## src/rtl/cmpd_map.svh

```systemverilog
// register map, field positions, mode codes and counts of the comparator block
`ifndef CMPD_MAP_SVH
`define CMPD_MAP_SVH
`define CMPD_IDX_CTRL  8'h97
`define CMPD_IDX_IEN   8'h98
`define CMPD_IDX_P3    8'h99
`define CMPD_ADDR_MIN  10
`define CMPD_B_IDLE    5
`define CMPD_B_FLAG    4
`define CMPD_B_EN      3
`define CMPD_F_MODE    2:0
`define CMPD_F_BYTE    7:0
`define CMPD_B_IRQEN   6
`define CMPD_B_CMP     6
`define CMPD_B_LANE0   0
`define CMPD_P3_RST    8'hFF
`define CMPD_MODE_LOW  3'h0
`define CMPD_MODE_RISE 3'h1
`define CMPD_MODE_DTOG 3'h2
`define CMPD_MODE_DRIS 3'h3
`define CMPD_MODE_FALL 3'h4
`define CMPD_MODE_TOG  3'h5
`define CMPD_MODE_DFAL 3'h6
`define CMPD_MODE_HIGH 3'h7
`define CMPD_DEB_OVF   2
`define CMPD_DEB_MAX   3
`endif

```

## src/rtl/cmpd_pkg.sv

```systemverilog
// types and shared decoding of the comparator block
`default_nettype none
`include "cmpd_map.svh"
package cmpd_pkg;
  typedef logic [2:0] cmpd_mode_t;

  typedef enum logic [1:0] {DB_IDLE, DB_WAIT, DB_SAMPLE} cmpd_db_e;

  // register state of the top
  typedef struct packed {
    cmpd_mode_t  mode;
    logic        enable;
    logic        flag;
    logic        idle_run;
    logic        irq_en;
    logic [7:0]  p3_latch;
    logic        ack;
    logic [31:0] rdata;
    logic        irq;
    logic        wake;
  } cmpd_regs_s;

  typedef struct packed {
    logic res;
    logic prev;
  } cmpd_cmp_s;

  typedef struct packed {
    cmpd_db_e   st;
    logic       want;
    logic [1:0] cnt;
    logic       hit;
  } cmpd_db_s;

  // true for the three debounced mode codes
  function automatic logic cmpd_is_deb(input cmpd_mode_t m);
    return (m == `CMPD_MODE_DTOG) || (m == `CMPD_MODE_DRIS) ||
           (m == `CMPD_MODE_DFAL);
  endfunction
endpackage
`default_nettype wire

```

## src/rtl/cmpd_evt_if.sv

```systemverilog
// event signals shared by the control core, front end and debouncer
`timescale 1ns/1ps
`default_nettype none
interface cmpd_evt_if;
  logic               active;
  cmpd_pkg::cmpd_mode_t mode;
  logic               result;
  logic               rise;
  logic               fall;
  logic               tmr_ovf;
  logic               deb_hit;
  modport front (input active, output result, rise, fall);
  modport deb   (input active, mode, result, rise, fall, tmr_ovf,
                 output deb_hit);
  modport core  (output active, mode, tmr_ovf,
                 input result, rise, fall, deb_hit);
endinterface
`default_nettype wire

```

## src/rtl/cmpd_compare.sv

```systemverilog
// comparator front end: compare, gate by enable, edge detect
`timescale 1ns/1ps
`default_nettype none
module cmpd_compare #(
  parameter int IN_W = 8
) (
  // clock and reset
  input  wire logic            sys_clk,
  input  wire logic            rst_b,
  // sampled analog stage codes
  input  wire logic [IN_W-1:0] analog_in_pos,
  input  wire logic [IN_W-1:0] analog_in_neg,
  // event side
  cmpd_evt_if.front            evt
);
  cmpd_pkg::cmpd_cmp_s s_q;
  cmpd_pkg::cmpd_cmp_s s_d;

  if (IN_W < 1) begin : g_chk
    $error("cmpd_compare: IN_W must be at least 1");
  end

  // forced low while inactive, so only a falling edge can appear then
  always_comb begin
    s_d      = s_q;
    s_d.res  = evt.active && (analog_in_pos > analog_in_neg);
    s_d.prev = s_q.res;
  end

  always_ff @(posedge sys_clk or negedge rst_b) begin
    if (!rst_b) begin
      s_q <= '0;
    end else begin
      s_q <= s_d;
    end
  end

  assign evt.result = s_q.res;
  assign evt.rise   = s_q.res && !s_q.prev;
  assign evt.fall   = !s_q.res && s_q.prev;
endmodule
`default_nettype wire

```

## src/rtl/cmpd_debounce.sv

```systemverilog
// debouncer: resample after companion timer overflows
`timescale 1ns/1ps
`default_nettype none
`include "cmpd_map.svh"
module cmpd_debounce #(
  parameter int OVF_NEEDED = `CMPD_DEB_OVF
) (
  // clock and reset
  input  wire logic sys_clk,
  input  wire logic rst_b,
  // event side
  cmpd_evt_if.deb   evt
);
  localparam logic [1:0] OVF_LAST = 2'(OVF_NEEDED - 1);
  cmpd_pkg::cmpd_db_s s_q;
  cmpd_pkg::cmpd_db_s s_d;
  logic               trans;
  logic               exp_v;

  if (OVF_NEEDED < 1 || OVF_NEEDED > `CMPD_DEB_MAX) begin : g_chk
    $error("cmpd_debounce: OVF_NEEDED out of range");
  end

  // which transitions count in the selected mode
  always_comb begin
    trans = 1'b0;
    exp_v = evt.result;
    case (evt.mode)
      `CMPD_MODE_DTOG: trans = evt.rise || evt.fall;
      `CMPD_MODE_DRIS: trans = evt.rise;
      `CMPD_MODE_DFAL: trans = evt.fall;
      default:         trans = 1'b0;
    endcase
  end

  // the timer runs free, so the first overflow may come at once;
  // waiting for two bounds the delay between one and two periods
  always_comb begin
    s_d     = s_q;
    s_d.hit = 1'b0;
    if (!evt.active || !cmpd_pkg::cmpd_is_deb(evt.mode)) begin
      s_d.st  = cmpd_pkg::DB_IDLE;
      s_d.cnt = '0;
    end else if (trans) begin
      s_d.st     = cmpd_pkg::DB_WAIT;
      s_d.want   = exp_v;
      s_d.cnt    = '0;
    end else begin
      case (s_q.st)
        cmpd_pkg::DB_WAIT: begin
          if (evt.tmr_ovf) begin
            if (s_q.cnt == OVF_LAST) begin
              s_d.st = cmpd_pkg::DB_SAMPLE;
            end else begin
              s_d.cnt = 2'(s_q.cnt + 2'h1);
            end
          end
        end
        cmpd_pkg::DB_SAMPLE: begin
          s_d.hit = (evt.result == s_q.want);
          s_d.st  = cmpd_pkg::DB_IDLE;
        end
        default: s_d.st = cmpd_pkg::DB_IDLE;
      endcase
    end
  end

  always_ff @(posedge sys_clk or negedge rst_b) begin
    if (!rst_b) begin
      s_q <= '0;
    end else begin
      s_q <= s_d;
    end
  end

  assign evt.deb_hit = s_q.hit;
endmodule
`default_nettype wire

```

## src/rtl/cmpd_top.sv

```systemverilog
// comparator event and debounce logic with its register slave
//
// Overview of operation
// result is one only when positive input exceeds negative input
// software ignores output and flag 10 us after enabling
// software clears the flag before enabling the interrupt
// software sets both analog pins input only before enabling
// port 3 pin reads return the live result on bit 6
// port 3 bit 6 writes change only the latch, not the comparator
// flag sets when the result meets the selected mode condition
// hardware never clears the flag; only a software write does
// flag raises an interrupt only while the irq enable bit is set
// outside debounce modes the result is sampled every cycle
// debounce modes wait two timer overflows before resampling
// debounced flag sets only when resample equals expected value
// debounced event is flagged one to two timer periods later
// idle stops the comparator unless idle run is set; may wake
// power-down always stops the comparator
// control register at 97H: idle 5, flag 4, enable 3, mode 2:0
// with enable clear the result is low and no event sets flag
// mode codes: low, rise, dtoggle, drise, fall, toggle, dfall, high
// level modes set the flag every cycle the level is present
// each relevant transition restarts the overflow count
//
// Design decision made here: register access over Avalon-MM.
`timescale 1ns/1ps
`default_nettype none
`include "cmpd_map.svh"
module cmpd_top #(
  parameter int ADDR_W     = 10,
  parameter int IN_W       = 8,
  parameter int OVF_NEEDED = `CMPD_DEB_OVF
) (
  // clock and reset
  input  wire logic              sys_clk,
  input  wire logic              rst_b,
  // avalon-mm slave
  input  wire logic [ADDR_W-1:0] avs_address,
  input  wire logic              avs_read,
  input  wire logic              avs_write,
  input  wire logic [31:0]       avs_writedata,
  input  wire logic [3:0]        avs_byteenable,
  output logic [31:0]            avs_readdata,
  output logic                   avs_waitrequest,
  // analog stage codes
  input  wire logic [IN_W-1:0]   analog_in_pos,
  input  wire logic [IN_W-1:0]   analog_in_neg,
  // companion timer and power state
  input  wire logic              timer1_overflow,
  input  wire logic              idle_mode,
  input  wire logic              power_down_mode,
  // port 3 pins and latch
  input  wire logic [7:0]        port3_pins,
  output logic [7:0]             port3_latch,
  // results
  output logic                   comparator_out,
  output logic                   irq_req,
  output logic                   wake_req
);
  cmpd_pkg::cmpd_regs_s r_q;
  cmpd_pkg::cmpd_regs_s r_d;
  cmpd_evt_if           evt ();
  logic                 req;
  logic                 wr_go;
  logic                 wr_ctrl;
  logic                 wr_ien;
  logic                 wr_p3;
  logic                 rd_first;
  logic                 set_evt;
  logic [31:0]          rd_mux;

  if (ADDR_W < `CMPD_ADDR_MIN) begin : g_chk
    $error("cmpd_top: ADDR_W too small for the register map");
  end

  // true when the address is the byte address of a register index (index times four)
  function automatic logic reg_sel(input logic [ADDR_W-1:0] a,
                                   input logic [7:0]        idx);
    return a == ADDR_W'({idx, 2'b00});
  endfunction

  // front end and debouncer share the event interface
  cmpd_compare #(
    .IN_W          (IN_W)
  ) u_cmp (
    .sys_clk       (sys_clk),
    .rst_b         (rst_b),
    .analog_in_pos (analog_in_pos),
    .analog_in_neg (analog_in_neg),
    .evt           (evt)
  );

  cmpd_debounce #(
    .OVF_NEEDED    (OVF_NEEDED)
  ) u_deb (
    .sys_clk       (sys_clk),
    .rst_b         (rst_b),
    .evt           (evt)
  );

  // comparator runs only when enabled and the power state allows it
  assign evt.active  = r_q.enable && !power_down_mode &&
                       (!idle_mode || r_q.idle_run);
  assign evt.mode    = r_q.mode;
  assign evt.tmr_ovf = timer1_overflow;

  // one wait cycle: read data are captured, then the answer stands
  assign req             = avs_read || avs_write;
  assign avs_waitrequest = req && !r_q.ack;
  assign wr_go           = avs_write && r_q.ack &&
                           avs_byteenable[`CMPD_B_LANE0];
  assign wr_ctrl         = wr_go && reg_sel(avs_address, `CMPD_IDX_CTRL);
  assign wr_ien          = wr_go && reg_sel(avs_address, `CMPD_IDX_IEN);
  assign wr_p3           = wr_go && reg_sel(avs_address, `CMPD_IDX_P3);
  assign rd_first        = avs_read && !r_q.ack;

  // read multiplexer; unmapped words and reserved bits read zero
  always_comb begin
    rd_mux = '0;
    if (reg_sel(avs_address, `CMPD_IDX_CTRL)) begin
      rd_mux[`CMPD_B_IDLE] = r_q.idle_run;
      rd_mux[`CMPD_B_FLAG] = r_q.flag;
      rd_mux[`CMPD_B_EN]   = r_q.enable;
      rd_mux[`CMPD_F_MODE] = r_q.mode;
    end else if (reg_sel(avs_address, `CMPD_IDX_IEN)) begin
      rd_mux[`CMPD_B_IRQEN] = r_q.irq_en;
    end else if (reg_sel(avs_address, `CMPD_IDX_P3)) begin
      rd_mux[`CMPD_F_BYTE] = port3_pins;
      rd_mux[`CMPD_B_CMP]  = evt.result;
    end
  end

  // event condition per mode; level modes fire every sampled cycle
  always_comb begin
    set_evt = 1'b0;
    case (r_q.mode)
      `CMPD_MODE_LOW:  set_evt = !evt.result;
      `CMPD_MODE_HIGH: set_evt = evt.result;
      `CMPD_MODE_RISE: set_evt = evt.rise;
      `CMPD_MODE_FALL: set_evt = evt.fall;
      `CMPD_MODE_TOG:  set_evt = evt.rise || evt.fall;
      default:         set_evt = evt.deb_hit;
    endcase
    set_evt = set_evt && evt.active;
  end

  // next register state
  always_comb begin
    r_d     = r_q;
    r_d.ack = req && !r_q.ack;
    if (rd_first) begin
      r_d.rdata = rd_mux;
    end
    if (wr_ctrl) begin
      r_d.idle_run = avs_writedata[`CMPD_B_IDLE];
      r_d.flag     = avs_writedata[`CMPD_B_FLAG];
      r_d.enable   = avs_writedata[`CMPD_B_EN];
      r_d.mode     = avs_writedata[`CMPD_F_MODE];
    end
    if (wr_ien) begin
      r_d.irq_en = avs_writedata[`CMPD_B_IRQEN];
    end
    // the port write leaves comparator state alone
    if (wr_p3) begin
      r_d.p3_latch = avs_writedata[`CMPD_F_BYTE];
    end
    // set beats a clear written in the same cycle
    if (set_evt) begin
      r_d.flag = 1'b1;
    end
    r_d.irq  = r_d.flag && r_d.irq_en;
    r_d.wake = r_d.irq && idle_mode && r_d.idle_run;
  end

  // low six control bits clear; port latch comes up all ones
  always_ff @(posedge sys_clk or negedge rst_b) begin
    if (!rst_b) begin
      r_q          <= '0;
      r_q.p3_latch <= `CMPD_P3_RST;
    end else begin
      r_q <= r_d;
    end
  end

  // outputs straight from flops
  assign avs_readdata   = r_q.rdata;
  assign port3_latch    = r_q.p3_latch;
  assign comparator_out = evt.result;
  assign irq_req        = r_q.irq;
  assign wake_req       = r_q.wake;
endmodule
`default_nettype wire

```

## config.mk

```make
export PLATFORM = sky130hd
export DESIGN_NAME = cmpd_top
export DESIGN_NICKNAME = d
export VERILOG_FILES = /design/src/rtl/cmpd_pkg.sv /design/src/rtl/cmpd_evt_if.sv /design/src/rtl/cmpd_compare.sv /design/src/rtl/cmpd_debounce.sv /design/src/rtl/cmpd_top.sv
export VERILOG_INCLUDE_DIRS = /design/src /design/src/rtl
export SDC_FILE = /design/constraint.sdc
export NUM_CORES = 1
export LEC_CHECK = 0
export CAP_MARGIN = 5
export CORE_UTILIZATION = 60
export CTS_CLUSTER_SIZE = 8
export DETAILED_ROUTE_END_ITERATION = 10
export DONT_BUFFER_PORTS = 1
export PLACE_DENSITY = 0.82
export SLEW_MARGIN = 10
export SYNTH_ARGS = -nofsm -noshare
export SYNTH_HDL_FRONTEND = slang
export SYNTH_SLANG_ARGS = --single-unit
```

## constraint.sdc

```tcl
create_clock -name sys_clk -period 2.3 [get_ports sys_clk]
set_clock_uncertainty 0.2 [all_clocks]
set_input_delay 0.23 -clock sys_clk [delete_from_list [all_inputs] [get_ports sys_clk]]
set_output_delay 0.23 -clock sys_clk [all_outputs]
set_load 0.1 [all_outputs]
```

## Yosys cells after proc, flatten, opt, wreduce, memory -nomap -nowiden

Cells that the tools add are included.

- Bits in latches: 0
- Word-level logic and storage cells: 95
- Register bits: 34
- Memories: 0
- Input port bits: 77
- Memory bits (writable): 0
- Memory bits (read-only): 0

- Shifts and indexed selects: 0
- Multiply operators: 0
- Divide/modulo/power cells: 0
- $add $sub $neg: 1
- Eq/ne operators: 17
- Multiplexer cells: 24
- Reduce and logical (&&, ||, !) cells: 35
- Order comparisons: 1
- Bitwise logic cells: 1

Operators with widths:

| kind | count |
|---|---|
| $eq 10x10->1 const B | 3 |
| $mux 2 | 12 |
| $logic_and 1x1->1 | 16 |
| $eq 3x3->1 const B | 4 |
| $mux 6 | 2 |
| $gt 8x8->1 | 1 |
| $mux 8 | 1 |
| $logic_not 1->1 | 7 |
| $mux 1 | 7 |
| $eq 3x2->1 const B | 2 |
| $logic_or 1x1->1 | 6 |
| $reduce_bool 3->1 | 2 |
| $pmux 1 s5 | 1 |
| $eq 2x1->1 const B | 2 |
| $ne 4x1->1 const B | 1 |
| $ne 4x2->1 const B | 1 |
| $reduce_and 2->1 | 2 |
| $eq 3x1->1 const B | 1 |
| $logic_not 3->1 | 1 |
| $ne 3x1->1 const B | 1 |
| $pmux 1 s3 | 1 |
| $reduce_and 3->1 | 1 |
| $add 2x1->2 const B | 1 |
| $eq 2x2->1 const B | 1 |
| other kinds (2) | 2 |

## Logic depth before layout (Yosys ltp)

- Depth after elaboration: 9
- Mapped depth: 7
- Mapped depth without buffers: 7

## Hierarchy

From an unflattened synthesis, not the netlist that was laid out.

- Cells, all modules: 201
- Area, all modules: 2113.3 um2

By module, submodules not included:

| module | instances | cells an instance | area each (um2) |
|---|---|---|---|
| cmpd_top | 1 | 143 | 1510.2 |
| cmpd_debounce | 1 | 27 | 342.8 |
| cmpd_compare | 1 | 31 | 260.2 |

## Worst setup path before layout

OpenSTA, ideal clock, no wires.

- Path type: register -> register
- Start: reg u_cmp.s_q (netlist bit u_cmp.evt.result)
- End: reg u_deb.s_q[5] (netlist bit)
- Buffers on the path: 0
- Required time: 2.027 ns
- Cell stages (with the launch flop): 8
- Setup slack: -0.260 ns
- Clock period less this slack: 2.560 ns
- Arrival time: 2.288 ns
- Cells stage by stage: dfrtp_1 inv_1 ha_1 nor2_1 a211o_1 a21bo_2 nor3b_1 nor2b_1

- Word-level cells in the longest chain between the ends: 6

RTL lines:

| element | line | text |
|---|---|---|
| start: declaration | cmpd_compare.sv:16 | `cmpd_pkg::cmpd_cmp_s s_q;` |
| start signal: assignment | cmpd_compare.sv:32 | `s_q <= '0;` |
| start signal: assignment | cmpd_compare.sv:34 | `s_q <= s_d;` |
| $logic_not 1->1 | cmpd_compare.sv:40 | `assign evt.fall = !s_q.res && s_q.prev;` |
| $logic_and 1x1->1 | cmpd_compare.sv:40 |  |
| $logic_or 1x1->1 | cmpd_debounce.sv:29 | `` `CMPD_MODE_DTOG: trans = evt.rise \|\| evt.fall; `` |
| $pmux 1 s3 (*) | cmpd_debounce.sv:28 | `case (evt.mode)` |
| $ne 4x1->1 (no source line), or another cell as far along | n/a |  |
| $reduce_and 2->1 (no source line) or $mux 2 (tied branches) | n/a |  |
| end signal: assignment | cmpd_debounce.sv:70 | `s_q <= '0;` |
| end signal: assignment | cmpd_debounce.sv:72 | `s_q <= s_d;` |
| end: declaration | cmpd_debounce.sv:15 | `cmpd_pkg::cmpd_db_s s_q;` |

Every way passes the cells marked *; elsewhere a longest branch is shown, timed or not.
A chain may end at the register's enable or synchronous reset.

## Final worst setup path

Ends and elaborated chain as after synthesis.

==> metrics.txt <==
crit end category register; total track usage 0.212; initial antenna violation count 0; deepest clock path buffer count 2; DR WL met3 255 µm; status completed; mapped cell area 2120 µm²; DR iter-0 viols 82; endpoints failing setup 0; Final Cycle Share 0.893; Pwr per Cell Area 711 nW/µm²; CTS H-Tree Depth 2; Synth Area in Adders 0.0649; Max-cap violations 0; first-pass GRT wire length 5610 µm; final core occ 0.703; WL/cell 14.9 µm; layout cells sized above 1 0.259; min cycle time layout 2050 ps; Ant. Diodes 0; area share of and/or/nand/nor cells after synthesis 0.150; Hold WC Path Type in -> reg; asr flop ratio synth 1.00; Final TNS setup 0 ps; dpl hpwl 2650 µm; worst-path maximum fanout 9; XOR/XNOR Fraction of Synth Area 0.00825; initial core utilization 0.631; CP Launch Type register; flops & latches, synth 34; largest net degree at the start of global routing 35; top layer in use met4; multiplexer area fraction after synthesis 0.0967; Routed met2 length 2050 µm; peak supply drop 0.415 mV; number of global-route vias before repair 1278; Relative slew margins 0.634; die width 61.5 µm; largest family of logic cells by synthesized area buffers and inverters; die area 3780 µm²; Worst-Skew Late Latency 340 ps; clk sinks 34; leakage 1.17 nW; unrepaired setup endpoints after global routing no; DIE HEIGHT 61.5 µm; register area share after synthesis 0.406; post-synthesis cell type count 46; register clock-pin slew on the reported worst setup and hold paths 100 ps; DRC Markers 0; final hold vios 0; Filler Cell Count 269; remaining antenna violation count 0; routed vias/inst 5.35; Worst Path Required 2370 ps; final worst setup slack 245 ps; Core Region 3360 µm²; Post-Place Setup Slack 281 ps; Compound-Gate Fraction of Synth Area 0.0955; CTS tree done; Synth Flop Type dfrtp_1; achievable frequency 487 MHz; GPL Wtd Cong 0.809; GR Overflow Total 0; Layout area overhead 11.5%; Synth warnings 0; CP Class reg -> reg; via count 1424; most common cell after layout, fill and taps aside dfrtp_1; root buffer cell clkbuf_4; Avg Cell Area, Syn 10.6 µm²; final WL 3960 µm; Worst-Margin Slew 542 ps; CTS Buf Count 5; number of flops mapped to enable cells by yosys 0; I/O Buffers 0; Slew Limit Fails 0; row cnt 21; IO Pins 121; Nets 307; Post-CTS Setup Repair Bufs 0; M1 wire length 1550 µm; most frequent cells in the layout dfrtp_1, conb_1, dlygate4sd3_1, mux2_2, inv_1; DRT Pass-1 Iters 4; Syn Inst Count 201; WP data arrival 2130 ps
[critical path, cell delays in order (launching register included)]
cell	delay [ps]
dfrtp_2	470
inv_1	70
ha_1	300
nor2_1	40
a211o_1	290
a21bo_2	230
nor3b_1	230
nor2b_1	160
[metrics by stage]
stage	total power [mW]	instance area (µm²)	hold WS, ps	cells
6_report	1.68	2370	24.5	266
5_1_grt	1.73	2370	36.4	266
2_1_floorplan	1.09	2210	-266	224
4_1_cts	1.69	2370	27.9	266
3_5_place_dp	1.08	2040	-265	238
3_3_place_gp	1.07	2040	-265	238
[synthesized netlist by cell type (2+ instances only)]
master / count / share of area
buf_4: 40 / 0.14
nand4_1: 2 / 0.0059
a211o_1: 2 / 0.0083
dfrtp_1: 26 / 0.31
nand4b_1: 2 / 0.0083
o21ai_0: 4 / 0.0094
nor2_1: 12 / 0.021
nor3b_1: 2 / 0.0071
nand2_1: 2 / 0.0035
nor2b_1: 6 / 0.018
a22oi_1: 6 / 0.021
o21a_1: 2 / 0.0071
a21oi_1: 9 / 0.021
buf_2: 3 / 0.0071
dfstp_2: 8 / 0.099
nand3_1: 2 / 0.0047
clkbuf_1: 2 / 0.0035
mux2_2: 16 / 0.085
ha_1: 11 / 0.065
inv_1: 14 / 0.025
nand2b_1: 3 / 0.0088
a21o_1: 3 / 0.011
[logic make-up after synthesis]
family          count (synthesis)
buf+inv                        59
simple gates                   45
flops                          34
compound gates                 31
mux                            18
fa+ha+maj                      11
xor+xnor                        2
other cells                     1
[state kept, by name (all words and copies together) (netlist names)]
register,flops
avs_readdata,8
port3_latch,8
evt.mode,3
wake_req,1
r_q,5
u_deb.s_q,5
u_cmp.s_q,1
u_cmp.evt.result,1
u_deb.evt.deb_hit,1
irq_req,1
[report_power, final]
part / internal, mW / leakage [nW] / switching (mW) / total [mW]
logic: 0.0878 / 0.684 / 0.391 / 0.478
clock network: 0.368 / 0.0585 / 0.198 / 0.567
registers: 0.621 / 0.431 / 0.0164 / 0.637
[path summary, 6_finish.rpt]
kind                             startpoint           endpoint  slack (ps)  cells after the start
hold reg to reg                u_deb.s_q[4]  u_deb.evt.deb_hit         260                      1
hold / removal             analog_in_pos[7]   u_cmp.evt.result          20                      3
setup / recovery           u_cmp.evt.result       u_deb.s_q[5]         250                      7
min in group asynchronous             rst_b       u_deb.s_q[5]         200                      2
max in group asynchronous             rst_b     port3_latch[4]        1450                      2
setup reg to reg           u_cmp.evt.result       u_deb.s_q[5]         250                      7
[per-layer routing]
layer | vias to the layer above | GRT usage
met2 | 69 | 0.368
met5 | - | 0
li1 | 662 | -
met3 | 10 | 0.0483
met1 | 683 | 0.250
met4 | 0 | 0.0984
[what timing repair did]
item | 4_1_cts | 5_1_grt
gates resized for setup | 0 | 0
endpoints found under the hold margin | 60 | 0
hold buffers | 20 | 0
[layout make-up]
cell class	instances	area [µm²]	share of cell area
Clock buffer	6	51.3	0.0217
Clock inverter	2	60.1	0.0254
Inverter	14	52.6	0.0222
Multi-Input combinational cell	131	975	0.412
Sequential cell	34	862	0.364
Tap cell	46	57.6	0.0243
Timing Repair Buffer	33	308	0.130
Note: power is estimated with default switching activity, not from simulation.
